--- src/uf_uart_defines.svh ---
// Register map, field positions, reset values and fixed counts of the UART block.
// Assumes the including file adds no other macro of the same name.
`ifndef UF_UART_DEFINES_SVH
`define UF_UART_DEFINES_SVH
`define UF_ADDR_DATA      32'hFFFF0700
`define UF_ADDR_IEN_DIVH  32'hFFFF0704
`define UF_ADDR_IID       32'hFFFF0708
`define UF_ADDR_LCR       32'hFFFF070C
`define UF_ADDR_STATUS    32'hFFFF0714
`define UF_ADDR_FRAC      32'hFFFF072C
`define UF_RST_BYTE       8'h00
`define UF_RST_FRAC       16'h0000
`define UF_FRAC_EN_BIT    15
`define UF_FRAC_M_HI      12
`define UF_FRAC_M_LO      11
`define UF_FRAC_N_HI      10
`define UF_FRAC_ONE       14'h0800
`define UF_TICKS_BIT      6'h0F
`define UF_TICKS_HALF     4'h7
`define UF_STOP_ONE       6'h0F
`define UF_STOP_ONE_HALF  6'h17
`define UF_STOP_TWO       6'h1F
`define UF_IID_NONE       3'h1
`define UF_IID_LINE       3'h6
`define UF_IID_RX         3'h4
`define UF_IID_TX         3'h2
`define UF_TXQ_DEPTH      8
`endif

--- src/uf_uart_pkg.sv ---
// Types shared by the UART block: line control layout, state enums and the state record.
// Assumes uf_uart_defines.svh is compiled alongside.
package uf_uart_pkg;
    typedef struct packed {
        logic       divisor_access_select;
        logic       force_break;
        logic       sp;
        logic       eps;
        logic       parity_enable;
        logic       stop;
        logic [1:0] wls;
    } uf_lcr_s;
    typedef enum logic [2:0] {
        UF_TX_IDLE = 3'b000, UF_TX_START = 3'b001, UF_TX_DATA = 3'b010,
        UF_TX_PAR = 3'b011, UF_TX_STOP = 3'b100
    } uf_tx_e;
    typedef enum logic [2:0] {
        UF_RX_IDLE = 3'b000, UF_RX_START = 3'b001, UF_RX_DATA = 3'b010,
        UF_RX_PAR = 3'b011, UF_RX_STOP = 3'b100
    } uf_rx_e;
    typedef struct packed {
        logic        rxd_meta;
        logic        rxd_sync;
        uf_lcr_s     lcr;
        logic [7:0]  div_lo;
        logic [7:0]  div_hi;
        logic [2:0]  ien;
        logic [15:0] frac;
        logic [8:0]  pre_cnt;
        logic [15:0] dl_cnt;
        logic [13:0] acc;
        logic        tick;
        uf_tx_e      tx_st;
        logic [7:0]  tx_shift;
        logic        tx_par;
        logic [5:0]  tx_tick;
        logic [2:0]  tx_bit;
        logic        txd;
        uf_rx_e      rx_st;
        logic [7:0]  rx_shift;
        logic        rx_par;
        logic [3:0]  rx_tick;
        logic [2:0]  rx_bit;
        logic [7:0]  rx_data;
        logic        dr;
        logic        oe;
        logic        pe;
        logic        fe;
        logic [15:0] rdata;
        logic        rvalid;
        logic        irq;
        logic        tx_ready;
    } uf_state_s;
endpackage

--- src/uf_uart.sv ---
// UART with fractional baud generator, shared-address data/divisor registers and a
// transmit queue. Assumes a single-cycle register bus on ref_clk and an async rxd pin.
`timescale 1ns/1ps
`include "uf_uart_defines.svh"

////////////////////////////////////////////////////////////////////////////////
module uf_fifo #(
    parameter int WIDTH = 8,
    parameter int DEPTH = 8
) (
    input  wire logic             ref_clk,
    input  wire logic             reset,
    input  wire logic             in_valid,
    output logic                  in_ready,
    input  wire logic [WIDTH-1:0] in_data,
    output logic                  out_valid,
    input  wire logic             out_ready,
    output logic      [WIDTH-1:0] out_data
);
    localparam int AW = $clog2(DEPTH);
    typedef struct packed {
        logic [DEPTH-1:0][WIDTH-1:0] mem;
        logic [AW-1:0]               wr;
        logic [AW-1:0]               rd;
        logic [AW:0]                 cnt;
    } uf_fifo_s;
    uf_fifo_s st_ff;
    uf_fifo_s nxt_st;
    logic     push;
    logic     pop;

    assign in_ready  = (st_ff.cnt != DEPTH[AW:0]);
    assign out_valid = (st_ff.cnt != '0);
    assign out_data  = st_ff.mem[st_ff.rd];
    assign push      = in_valid && in_ready;
    assign pop       = out_valid && out_ready;

    always_comb begin
        nxt_st = st_ff;
        if (push) begin
            nxt_st.mem[st_ff.wr] = in_data;
            nxt_st.wr = (st_ff.wr == AW'(DEPTH - 1)) ? '0 : st_ff.wr + 1'b1;
        end
        if (pop) begin
            nxt_st.rd = (st_ff.rd == AW'(DEPTH - 1)) ? '0 : st_ff.rd + 1'b1;
        end
        nxt_st.cnt = st_ff.cnt + {{AW{1'b0}}, push} - {{AW{1'b0}}, pop};
    end

    always_ff @(posedge ref_clk) begin
        if (reset) begin
            st_ff <= '0;
        end else begin
            st_ff <= nxt_st;
        end
    end

    a_fifo_no_overfill: assert property (@(posedge ref_clk) disable iff (reset)
        st_ff.cnt <= DEPTH[AW:0]) else $error("fifo count above depth");
endmodule // uf_fifo

////////////////////////////////////////////////////////////////////////////////
module uf_uart (
    input  wire logic        ref_clk,
    input  wire logic        reset,
    input  wire logic [31:0] bus_addr,
    input  wire logic        bus_wr,
    input  wire logic        bus_rd,
    input  wire logic [15:0] bus_wdata,
    output logic      [15:0] bus_rdata_ff,
    output logic             bus_rvalid_ff,
    input  wire logic [2:0]  clock_divide_exponent,
    input  wire logic        rxd,
    output logic             txd_ff,
    output logic             irq_ff,
    output logic             tx_ready_ff
);
    import uf_uart_pkg::*;

    uf_state_s   st_ff;
    uf_state_s   nxt_st;
    logic [15:0] divisor_latch_value;
    logic [13:0] frac_k;
    logic [14:0] acc_sum;
    logic [8:0]  pre_last;
    logic        q_in_valid;
    logic        q_in_ready;
    logic        q_out_valid;
    logic        q_out_ready;
    logic [7:0]  q_out_data;
    logic        rx_done;
    logic [2:0]  nbits_last;
    logic [5:0]  stop_last;
    logic [2:0]  iid;

    assign divisor_latch_value = {st_ff.div_hi, st_ff.div_lo};
    assign nbits_last = {1'b1, st_ff.lcr.wls};
    assign stop_last  = !st_ff.lcr.stop ? `UF_STOP_ONE :
                        (st_ff.lcr.wls == 2'b00) ? `UF_STOP_ONE_HALF : `UF_STOP_TWO;
    assign pre_last   = (9'h002 << clock_divide_exponent) - 9'h001;
    // M of zero would tick on every divisor count, so it is treated as one
    assign frac_k     = !st_ff.frac[`UF_FRAC_EN_BIT] ? `UF_FRAC_ONE :
                        {1'b0,
                         (st_ff.frac[`UF_FRAC_M_HI:`UF_FRAC_M_LO] == 2'b00) ? 2'b01 :
                         st_ff.frac[`UF_FRAC_M_HI:`UF_FRAC_M_LO],
                         st_ff.frac[`UF_FRAC_N_HI:0]};
    assign acc_sum    = {1'b0, st_ff.acc} + {1'b0, `UF_FRAC_ONE};
    assign q_in_valid = bus_wr && (bus_addr == `UF_ADDR_DATA) && !st_ff.lcr.divisor_access_select;
    assign q_out_ready = (st_ff.tx_st == UF_TX_IDLE);
    assign rx_done    = st_ff.tick && (st_ff.rx_st == UF_RX_STOP) &&
                        (st_ff.rx_tick == `UF_TICKS_BIT);

    always_comb begin
        if (st_ff.ien[2] && (st_ff.oe || st_ff.pe || st_ff.fe)) begin
            iid = `UF_IID_LINE;
        end else if (st_ff.ien[0] && st_ff.dr) begin
            iid = `UF_IID_RX;
        end else if (st_ff.ien[1] && !q_out_valid) begin
            iid = `UF_IID_TX;
        end else begin
            iid = `UF_IID_NONE;
        end
    end

    function automatic logic [7:0] uf_mask(input logic [7:0] d, input logic [1:0] wls);
        uf_mask = d & (8'hFF >> (2'b11 - wls));
    endfunction

    function automatic logic uf_parity(input logic [7:0] d, input uf_lcr_s l);
        if (l.sp) begin
            uf_parity = l.eps;
        end else begin
            uf_parity = l.eps ? ^uf_mask(d, l.wls) : ~^uf_mask(d, l.wls);
        end
    endfunction

    uf_fifo #(
        .WIDTH (8),
        .DEPTH (`UF_TXQ_DEPTH)
    ) u_txq (
        .ref_clk   (ref_clk),
        .reset     (reset),
        .in_valid  (q_in_valid),
        .in_ready  (q_in_ready),
        .in_data   (bus_wdata[7:0]),
        .out_valid (q_out_valid),
        .out_ready (q_out_ready),
        .out_data  (q_out_data)
    );

    always_comb begin
        nxt_st = st_ff;
        nxt_st.rxd_meta = rxd;
        nxt_st.rxd_sync = st_ff.rxd_meta;
        nxt_st.rvalid = bus_rd;
        nxt_st.rdata = '0;
        nxt_st.tick = 1'b0;
        nxt_st.tx_ready = q_in_ready;
        // Baud generator: prescaler, divisor latch, then fractional accumulator
        if (divisor_latch_value == 16'h0000) begin
            nxt_st.pre_cnt = '0;
            nxt_st.dl_cnt = '0;
            nxt_st.acc = '0;
        end else if (st_ff.pre_cnt >= pre_last) begin
            nxt_st.pre_cnt = '0;
            if (st_ff.dl_cnt >= divisor_latch_value - 16'h0001) begin
                nxt_st.dl_cnt = '0;
                if (acc_sum >= {1'b0, frac_k}) begin
                    nxt_st.acc = 14'(acc_sum - {1'b0, frac_k});
                    nxt_st.tick = 1'b1;
                end else begin
                    nxt_st.acc = acc_sum[13:0];
                end
            end else begin
                nxt_st.dl_cnt = st_ff.dl_cnt + 16'h0001;
            end
        end else begin
            nxt_st.pre_cnt = st_ff.pre_cnt + 9'h001;
        end
        // Register writes
        if (bus_wr) begin
            case (bus_addr)
                `UF_ADDR_DATA: begin
                    if (st_ff.lcr.divisor_access_select) begin
                        nxt_st.div_lo = bus_wdata[7:0];
                    end
                end
                `UF_ADDR_IEN_DIVH: begin
                    if (st_ff.lcr.divisor_access_select) begin
                        nxt_st.div_hi = bus_wdata[7:0];
                    end else begin
                        nxt_st.ien = bus_wdata[2:0];
                    end
                end
                `UF_ADDR_LCR:  nxt_st.lcr = bus_wdata[7:0];
                `UF_ADDR_FRAC: nxt_st.frac = bus_wdata;
                default: ;
            endcase
        end
        // Register reads; clears come first so a same-cycle event still sets
        if (bus_rd) begin
            case (bus_addr)
                `UF_ADDR_DATA: begin
                    if (st_ff.lcr.divisor_access_select) begin
                        nxt_st.rdata = {8'h00, st_ff.div_lo};
                    end else begin
                        nxt_st.rdata = {8'h00, st_ff.rx_data};
                        nxt_st.dr = 1'b0;
                    end
                end
                `UF_ADDR_IEN_DIVH: begin
                    nxt_st.rdata = st_ff.lcr.divisor_access_select ? {8'h00, st_ff.div_hi} : {13'h0000, st_ff.ien};
                end
                `UF_ADDR_IID:  nxt_st.rdata = {13'h0000, iid};
                `UF_ADDR_LCR:  nxt_st.rdata = {8'h00, st_ff.lcr};
                `UF_ADDR_STATUS: begin
                    nxt_st.rdata = {9'h000, q_out_ready && !q_out_valid, !q_out_valid,
                                    1'b0, st_ff.fe, st_ff.pe, st_ff.oe, st_ff.dr};
                    nxt_st.oe = 1'b0;
                    nxt_st.pe = 1'b0;
                    nxt_st.fe = 1'b0;
                end
                `UF_ADDR_FRAC: nxt_st.rdata = st_ff.frac;
                default:       nxt_st.rdata = '0;
            endcase
        end
        // Transmitter, sixteen ticks per bit
        case (st_ff.tx_st)
            UF_TX_IDLE: begin
                if (q_out_valid) begin
                    nxt_st.tx_st = UF_TX_START;
                    nxt_st.tx_shift = q_out_data;
                    nxt_st.tx_par = uf_parity(q_out_data, st_ff.lcr);
                    nxt_st.tx_tick = '0;
                    nxt_st.tx_bit = '0;
                end
            end
            UF_TX_START, UF_TX_DATA, UF_TX_PAR: begin
                if (st_ff.tick) begin
                    nxt_st.tx_tick = st_ff.tx_tick + 6'h01;
                    if (st_ff.tx_tick == `UF_TICKS_BIT) begin
                        nxt_st.tx_tick = '0;
                        if (st_ff.tx_st == UF_TX_START) begin
                            nxt_st.tx_st = UF_TX_DATA;
                        end else if (st_ff.tx_st == UF_TX_DATA && st_ff.tx_bit != nbits_last) begin
                            nxt_st.tx_bit = st_ff.tx_bit + 3'h1;
                        end else if (st_ff.tx_st == UF_TX_DATA && st_ff.lcr.parity_enable) begin
                            nxt_st.tx_st = UF_TX_PAR;
                        end else begin
                            nxt_st.tx_st = UF_TX_STOP;
                        end
                    end
                end
            end
            UF_TX_STOP: begin
                if (st_ff.tick) begin
                    nxt_st.tx_tick = st_ff.tx_tick + 6'h01;
                    if (st_ff.tx_tick >= stop_last) begin
                        nxt_st.tx_st = UF_TX_IDLE;
                        nxt_st.tx_tick = '0;
                    end
                end
            end
            default: nxt_st.tx_st = UF_TX_IDLE;
        endcase
        case (nxt_st.tx_st)
            UF_TX_START: nxt_st.txd = 1'b0;
            UF_TX_DATA:  nxt_st.txd = nxt_st.tx_shift[nxt_st.tx_bit];
            UF_TX_PAR:   nxt_st.txd = nxt_st.tx_par;
            default:     nxt_st.txd = 1'b1;
        endcase
        if (nxt_st.lcr.force_break) begin
            nxt_st.txd = 1'b0;
        end
        // Receiver, sixteen ticks per bit, sampled mid-bit
        case (st_ff.rx_st)
            UF_RX_IDLE: begin
                if (!st_ff.rxd_sync) begin
                    nxt_st.rx_st = UF_RX_START;
                    nxt_st.rx_tick = '0;
                    nxt_st.rx_bit = '0;
                    nxt_st.rx_shift = '0;
                end
            end
            UF_RX_START: begin
                if (st_ff.tick) begin
                    nxt_st.rx_tick = st_ff.rx_tick + 4'h1;
                    if (st_ff.rx_tick == `UF_TICKS_HALF) begin
                        nxt_st.rx_tick = '0;
                        // A glitch shorter than half a bit is not a start
                        nxt_st.rx_st = st_ff.rxd_sync ? UF_RX_IDLE : UF_RX_DATA;
                    end
                end
            end
            UF_RX_DATA, UF_RX_PAR: begin
                if (st_ff.tick) begin
                    nxt_st.rx_tick = st_ff.rx_tick + 4'h1;
                    if (st_ff.rx_tick == `UF_TICKS_BIT) begin
                        if (st_ff.rx_st == UF_RX_PAR) begin
                            nxt_st.rx_par = st_ff.rxd_sync;
                            nxt_st.rx_st = UF_RX_STOP;
                        end else begin
                            nxt_st.rx_shift[st_ff.rx_bit] = st_ff.rxd_sync;
                            nxt_st.rx_bit = st_ff.rx_bit + 3'h1;
                            if (st_ff.rx_bit == nbits_last) begin
                                nxt_st.rx_st = st_ff.lcr.parity_enable ? UF_RX_PAR : UF_RX_STOP;
                            end
                        end
                    end
                end
            end
            UF_RX_STOP: begin
                if (st_ff.tick) begin
                    nxt_st.rx_tick = st_ff.rx_tick + 4'h1;
                end
                if (rx_done) begin
                    nxt_st.rx_st = UF_RX_IDLE;
                    nxt_st.rx_data = st_ff.rx_shift;
                    nxt_st.oe = st_ff.dr || st_ff.oe;
                    nxt_st.dr = 1'b1;
                    nxt_st.fe = !st_ff.rxd_sync || nxt_st.fe;
                    if (st_ff.lcr.parity_enable && st_ff.rx_par != uf_parity(st_ff.rx_shift, st_ff.lcr)) begin
                        nxt_st.pe = 1'b1;
                    end
                end
            end
            default: nxt_st.rx_st = UF_RX_IDLE;
        endcase
        nxt_st.irq = (st_ff.ien[2] && (st_ff.oe || st_ff.pe || st_ff.fe)) ||
                     (st_ff.ien[0] && st_ff.dr) ||
                     (st_ff.ien[1] && !q_out_valid);
    end

    always_ff @(posedge ref_clk) begin
        if (reset) begin
            st_ff <= '0;
            st_ff.rxd_meta <= 1'b1;
            st_ff.rxd_sync <= 1'b1;
            st_ff.txd <= 1'b1;
        end else begin
            st_ff <= nxt_st;
        end
    end

    assign bus_rdata_ff  = st_ff.rdata;
    assign bus_rvalid_ff = st_ff.rvalid;
    assign txd_ff        = st_ff.txd;
    assign irq_ff        = st_ff.irq;
    assign tx_ready_ff   = st_ff.tx_ready;

    ////////////////////////////////////////////////////////////////////////////
    a_break_line_low: assert property (@(posedge ref_clk) disable iff (reset)
        st_ff.lcr.force_break |-> !txd_ff) else $error("break not holding line low");
    a_idle_line_high: assert property (@(posedge ref_clk) disable iff (reset)
        (st_ff.tx_st == UF_TX_IDLE && !st_ff.lcr.force_break) |-> txd_ff)
        else $error("idle line not high");
    a_start_bit_low: assert property (@(posedge ref_clk) disable iff (reset)
        (st_ff.tx_st == UF_TX_START) |-> !txd_ff) else $error("start bit not low");
    a_tick_spacing: assert property (@(posedge ref_clk) disable iff (reset)
        st_ff.tick |=> !st_ff.tick) else $error("baud ticks too close");
    a_div_low_write: assert property (@(posedge ref_clk) disable iff (reset)
        (bus_wr && bus_addr == `UF_ADDR_DATA && st_ff.lcr.divisor_access_select) |=>
        (st_ff.div_lo == $past(bus_wdata[7:0]))) else $error("low divisor not written");
    a_div_high_write: assert property (@(posedge ref_clk) disable iff (reset)
        (bus_wr && bus_addr == `UF_ADDR_IEN_DIVH && st_ff.lcr.divisor_access_select) |=>
        (divisor_latch_value[15:8] == $past(bus_wdata[7:0])))
        else $error("high divisor not written");
    a_rx_read_clear: assert property (@(posedge ref_clk) disable iff (reset)
        (bus_rd && bus_addr == `UF_ADDR_DATA && !st_ff.lcr.divisor_access_select && !rx_done) |=>
        (!st_ff.dr && bus_rvalid_ff && bus_rdata_ff[7:0] == $past(st_ff.rx_data)))
        else $error("receive read wrong");
    a_overrun_flag: assert property (@(posedge ref_clk) disable iff (reset)
        (rx_done && st_ff.dr && !(bus_rd && bus_addr == `UF_ADDR_DATA)) |=> st_ff.oe)
        else $error("overrun not flagged");
    a_stop_length: assert property (@(posedge ref_clk) disable iff (reset)
        (st_ff.tx_st == UF_TX_STOP && st_ff.tick && st_ff.tx_tick < stop_last) |=>
        (st_ff.tx_st == UF_TX_STOP)) else $error("stop period cut short");
    a_irq_rx_source: assert property (@(posedge ref_clk) disable iff (reset)
        (st_ff.ien[0] && st_ff.dr) |=> irq_ff) else $error("rx interrupt missing");
endmodule // uf_uart

--- config.mk ---
export PLATFORM = sky130hd
export DESIGN_NAME = uf_uart
export DESIGN_NICKNAME = d
export VERILOG_FILES = /design/src/uf_uart_pkg.sv /design/src/uf_uart.sv
export VERILOG_INCLUDE_DIRS = /design/src
export SDC_FILE = /design/constraint.sdc
export NUM_CORES = 1
export LEC_CHECK = 0
export BUFFER_PORTS_ARGS = -buffer_cell sky130_fd_sc_hd__buf_2
export CAP_MARGIN = 10
export CORE_MARGIN = 4
export CORE_UTILIZATION = 62
export DETAILED_ROUTE_END_ITERATION = 10
export PLACE_DENSITY = 0.84
export RECOVER_POWER = 25
export SETUP_SLACK_MARGIN = 0.3
export SLEW_MARGIN = 10
export SYNTH_ARGS = -nofsm -noshare
export SYNTH_HDL_FRONTEND = slang
export SYNTH_HIERARCHICAL = 1
export SYNTH_SLANG_ARGS = --single-unit
export TNS_END_PERCENT = 50
--- constraint.sdc ---
create_clock -name ref_clk -period 4.1 [get_ports ref_clk]
set_input_delay 0.205 -clock ref_clk [delete_from_list [all_inputs] [get_ports ref_clk]]
set_output_delay 0.205 -clock ref_clk [all_outputs]
set_load 0.02 [all_outputs]
### After elaboration in Yosys (flattened, before gate mapping)

Index checks and enable logic that the tools add are counted.

* word-level logic and storage cells: 262
* bits in registers: 231

* $lt $le $gt $ge: 10
* $add $sub $neg: 15
* shift-type cells: 2
* bitwise gates (word level): 6
* reduce and logical (&&, ||, !) cells: 55
* mux-type cells: 88
* eq/ne operators: 38

Operators by type and width (number)
* equality test 32 bit (second input constant): 6
* one-hot mux 16 bit (6 select lines): 1
* 2-to-1 mux 3 bit: 23
* bitwise mux 64 bit: 1
* 2-to-1 mux 8 bit: 8
* 2-to-1 mux 42 bit: 1
* 2-to-1 mux 16 bit: 2
* 2-to-1 mux 9 bit: 3
* binary-select mux 8 bit (select 3 bit): 1
* demux 8 bit (select 3 bit): 1
* 2-to-1 mux 4 bit: 6
* 2-to-1 mux 11 bit: 2
* inequality test 2 bit (second input constant): 11
* 2-to-1 mux 21 bit: 1
* 2-to-1 mux 20 bit: 1
* 2-to-1 mux 19 bit: 1
* equality test 3 x 2 -> 1 bit (second input constant): 6
* one-hot mux 6 bit (3 select lines): 1
* adder 16 x 1 -> 16 bit (second input constant): 1
* bitwise AND 8 bit: 2
* >= comparator 16 bit: 1
* logical NOT 16 bit: 1
* < comparator 3 x 4 -> 1 bit (second input constant): 4
* one-hot mux 4 bit (4 select lines): 1
* 62 further kinds: 128

### Logic depth before layout (Yosys ltp)

* depth in word-level cells: 13
* mapped depth: 15
* depth with buffers taken out: 14

### Modules after synthesis

The synthesis kept the hierarchy.

By module, submodules not included
* uf_uart: area an instance 8983.6 sq um, instances 1, cells each 1105
* uf_fifo: area an instance 3758.6 sq um, instances 1, cells each 328

### Least setup slack after synthesis

OpenSTA, ideal clock, no wires.

* path type: input to register
* from: input port bus_addr[13]
* to: register u_txq/st_ff[2] (netlist name)
* buffers on the path: 0
* data arrival time: 3.438 ns
* path slack: 0.545 ns
* stages on the path: 13
* setup time: 0.117 ns
* path through: or4_1 or4_4 or4_4 nor3_4 and3_1 nand2_1 ha_1 inv_1 ha_1 inv_1 fa_1 xor2_1 nor2_1

* cells in the longest elaborated chain, start to end: 6

Ends and longest elaborated chain
* from (decl): line uf_uart.sv:66 `input wire logic [31:0] bus_addr,`
* equality test 32 bit
* logical AND 1 bit (2 in a row): line uf_uart.sv:108 `` assign q_in_valid = bus_wr && (bus_addr == `UF_ADDR_DATA) && !st_ff.lcr.divisor_access_select; ``
* net q_in_valid: line uf_uart.sv:86 `logic q_in_valid;`
* logical AND 1 bit: line uf_uart.sv:35 `assign push = in_valid && in_ready;`
* adder 4 x 1 -> 4 bit: line uf_uart.sv:47 `nxt_st.cnt = st_ff.cnt + {{AW{1'b0}}, push} - {{AW{1'b0}}, pop};`
* subtractor 4 x 1 -> 4 bit: line uf_uart.sv:47
* to (signal assigned): line uf_uart.sv:54 `st_ff <= nxt_st;`
* to (decl): line uf_uart.sv:27 `uf_fifo_s st_ff;`

The timed path passes the listed nets, and every way through them passes these cells.
A chain may end at the register's enable or synchronous reset.

==> impl_metrics.tcl <==
set metrics [dict create \
    status "finished, violations left" \
    violations "capacitance limit, slew limit" \
    die_h_um 151 \
    hp-start "bus_wdata[7]" \
    grt_usage_pct 26.3 \
    ys_warn_count 6 \
    vias 10600 \
    drv_slew 39 \
    rsz0062_at_grt "false" \
    netlist_instances 1433 \
    wl_um 30600 \
    finalSetupViolCount 0 \
    core-area_um2 20200 \
    ys_seq_area_share_pct 36.3 \
    place_hpwl_um 21100 \
    cts_tree "built" \
    dpl_cell_area_um2 13100 \
    antenna_cells 0 \
    drv_cap 1 \
    async_flop_share_pct 0 \
    numCtsBuffers 24 \
    die-area_um2 22900 \
    drt_iter0_drc 729 \
    grt_pass1_wl_um 49500 \
    min_delay_path_depth 3 \
    cp_data_arrival_time_ns 3.95 \
    start_util_pct 63.0 \
    tightestPinTransition_ns 1.98 \
    vias_per_cell 6.03 \
    p_sw_mw 1.43 \
    finClkSkew_ns 0.0174 \
    setup_tns_ns 0 \
    stdcell_area_um2 14000 \
    synth.largest_area_cell "dfxtp_1" \
    max_freq_ghz 0.286 \
    r2r_setup_slack_ns 0.60 \
    irDropWorstVdd_mv 0.354 \
    grt_max_degree 136 \
    synthDistinctLibCells 87 \
    clock_latency_ns 0.53 \
    power_leakage_nw 5.70 \
    power_frac_seq_pct 44.3 \
    worstSetupEndpointType "flip-flop" \
    chipWidth_um 151 \
    grt_pass1_vias 10100 \
    min_path_type "in -> reg" \
    htree_num_levels 1 \
    port_buffers 75 \
    antenna_found_initial 0 \
    wl_per_cell_um 17.5 \
    overflow 0 \
    area_growth_syn_to_layout_pct 9.55 \
    worstRegToRegCells 10 \
    clk_pin_slew_ns 0.06 \
    ys_ff_latch 231 \
    hold_viol_final 0 \
    clock-sinks 231 \
    ant_nets 0 \
    period_needed_ns 3.50 \
    clkPwrFrac_pct 41.3 \
    post-synth-top-count-cell "dfxtp_1" \
    r2r-start "divisor_latch_value[8]$_SDFFE_PP0P_" \
    p_int_mw 3.90 \
    yosysTopAreaCellShare_pct 36.3 \
    start_kind "flip-flop" \
    synth.net_count 1550 \
    post_cts_buffers 0 \
    drive_above_1_share_pct 10.2 \
    r2r_end "st_ff[95]$_SDFFE_PP0P_" \
    io_pins 76 \
    synth_ff_type "dfxtp_1" \
    critical_path_class "reg -> reg" \
    power.density_nw_per_um2 381 \
    globalplace.congestion 0.932 \
    syn_area_um2 12700 \
    synthTopCellsByArea "dfxtp_1, mux2i_1, ha_1" \
    clockRootBuffer "clkbuf_16" \
    endpoint "st_ff[95]$_SDFFE_PP0P_" \
    netSwitchingFraction_pct 26.8 \
    clockBufferDepth 3 \
    fin_crit_sh_pct 85.3 \
    synth_common_cells "dfxtp_1, nand2_1, nor2_1" \
    avgSynthCellArea_um2 8.89 \
    final_nets 1578 \
    required_ns 4.55 \
    rows 52 \
    critPathMaxFanout 15 \
    drtPass1Iterations 5 \
    p_comb_share_pct 14.4 \
    synth_edf_count 0 \
    maxSlewHeadroom_pct -32.1 \
    startpoint "divisor_latch_value[8]$_SDFFE_PP0P_" \
    drc_errors 0 \
]
[state kept, by name (all words and copies together) (netlist names)]
| name | count |
|---|---|
| divisor_latch_value | 16 |
| nbits_last | 2 |
| u_txq/st_ff | 74 |
| tx_ready_ff | 1 |
| bus_rvalid_ff | 1 |
| irq_ff | 1 |
| st_ff | 118 |
| txd_ff | 1 |
| nxt_st | 1 |
| bus_rdata_ff | 16 |
[power by group through the flow]
stage | Sequential, mW | Combinational [mW] | Clock (mW)
after CTS | 2.36 | 0.760 | 2.23
after global routing | 2.36 | 0.842 | 2.31
final | 2.36 | 0.767 | 2.20
after detailed placement | 2.40 | 0.749 | 0
after floorplan | 2.39 | 0.583 | 0
after global placement | 2.40 | 0.732 | 0
[worst min-delay path by stage]
| stage | end | slack [ns] |
|---|---|---|
| after floorplan | nxt_st[155]$_SDFF_PP1_ | 0.31 |
| after global placement | nxt_st[155]$_SDFF_PP1_ | 0.39 |
| after detailed placement | nxt_st[155]$_SDFF_PP1_ | 0.39 |
| after CTS | st_ff[117]$_SDFFE_PP0P_ | 0.02 |
| after global routing | st_ff[119]$_SDFFE_PP0P_ | 0.03 |
| final | st_ff[119]$_SDFFE_PP0P_ | 0.03 |
[layout make-up]
cell class / instances / area (um2)
flip-flops and latches: 231 / 4620
fillers: 1599 / 6270
clock buffers: 36 / 696
repair buffers: 96 / 542
inverters: 33 / 124
multi-input cells: 1075 / 7530
clock inverters: 8 / 104
well taps: 270 / 338
[per-stage QoR]
stage               instances  worst slack, ns  util (%)  hold slack (ns)  power [mW]
floorplan                1433            0.545         -            0.309        2.97
finish                   1749            0.602      69.0           0.0295        5.32
global placement         1696            0.510      64.7            0.388        3.14
CTS                      1749            0.600      69.1           0.0169        5.35
global route             1749            0.350      69.0           0.0267        5.52
detailed placement       1696            0.409      64.7            0.394        3.15
[critical path, cell delays in order, from the launching register on]
cell,delay [ns]
dfxtp_1,0.39
or4_1,0.62
nor4_1,0.39
nor2b_1,0.22
xnor2_1,0.14
ha_1,0.26
and4_1,0.21
a221o_1,0.37
o21ai_0,0.24
nand2_1,0.36
nor2_1,0.22
[cell families after synthesis]
logic type / Yosys count / share of synthesized area [%]
other: 1 / 0.0294
AO/OA/AOI/OAI: 245 / 12.0
buffers and inverters: 127 / 4.70
adder cells (fa/ha/maj): 61 / 6.11
AND/OR/NAND/NOR: 565 / 23.4
multiplexers: 134 / 12.6
XOR/XNOR: 69 / 4.85
flip-flops: 231 / 36.3
[metal layers]
metal | wire length [um] | track usage (%) | share of wire [%]
met1 | 12800 | 33.3 | 42
met2 | 14900 | 45.6 | 49
met3 | 1930 | 3.65 | 6.3
met4 | 946 | 9.79 | 3.1
met5 | 0 | 0 | 0
[placed cells by master (no fill, tap or decap), types with 11 or more instances in the layout]
| master | netlist | layout |
|---|---|---|
| inv_1 | 32 | 32 |
| mux2i_1 | 105 | 105 |
| dfxtp_1 | 231 | 231 |
| a31oi_1 | 12 | 12 |
| buf_4 | 21 | 11 |
| nand2_1 | 145 | 145 |
| a21oi_1 | 102 | 102 |
| nor2_1 | 120 | 120 |
| nor3_1 | 24 | 24 |
| clkbuf_1 | 51 | 28 |
| ha_1 | 59 | 59 |
| nand4_1 | 22 | 22 |
| xor2_1 | 28 | 28 |
| nand2b_1 | 84 | 84 |
| buf_2 | 8 | 54 |
| and3_1 | 24 | 24 |
| clkbuf_16 | 0 | 24 |
| mux4_1 | 13 | 13 |
| nand3_1 | 47 | 47 |
| nor2b_1 | 15 | 15 |
| mux2_2 | 12 | 11 |
| a211oi_1 | 13 | 13 |
| xnor2_1 | 40 | 40 |
| o21ai_0 | 40 | 40 |
[timing repair]
item	in CTS	in global routing
hold buffers	9	0
resized for setup	0	3
hold endpoints to repair	9	0
endpoints found under the setup margin	0	23
Note: power is estimated with default switching activity, not from simulation.
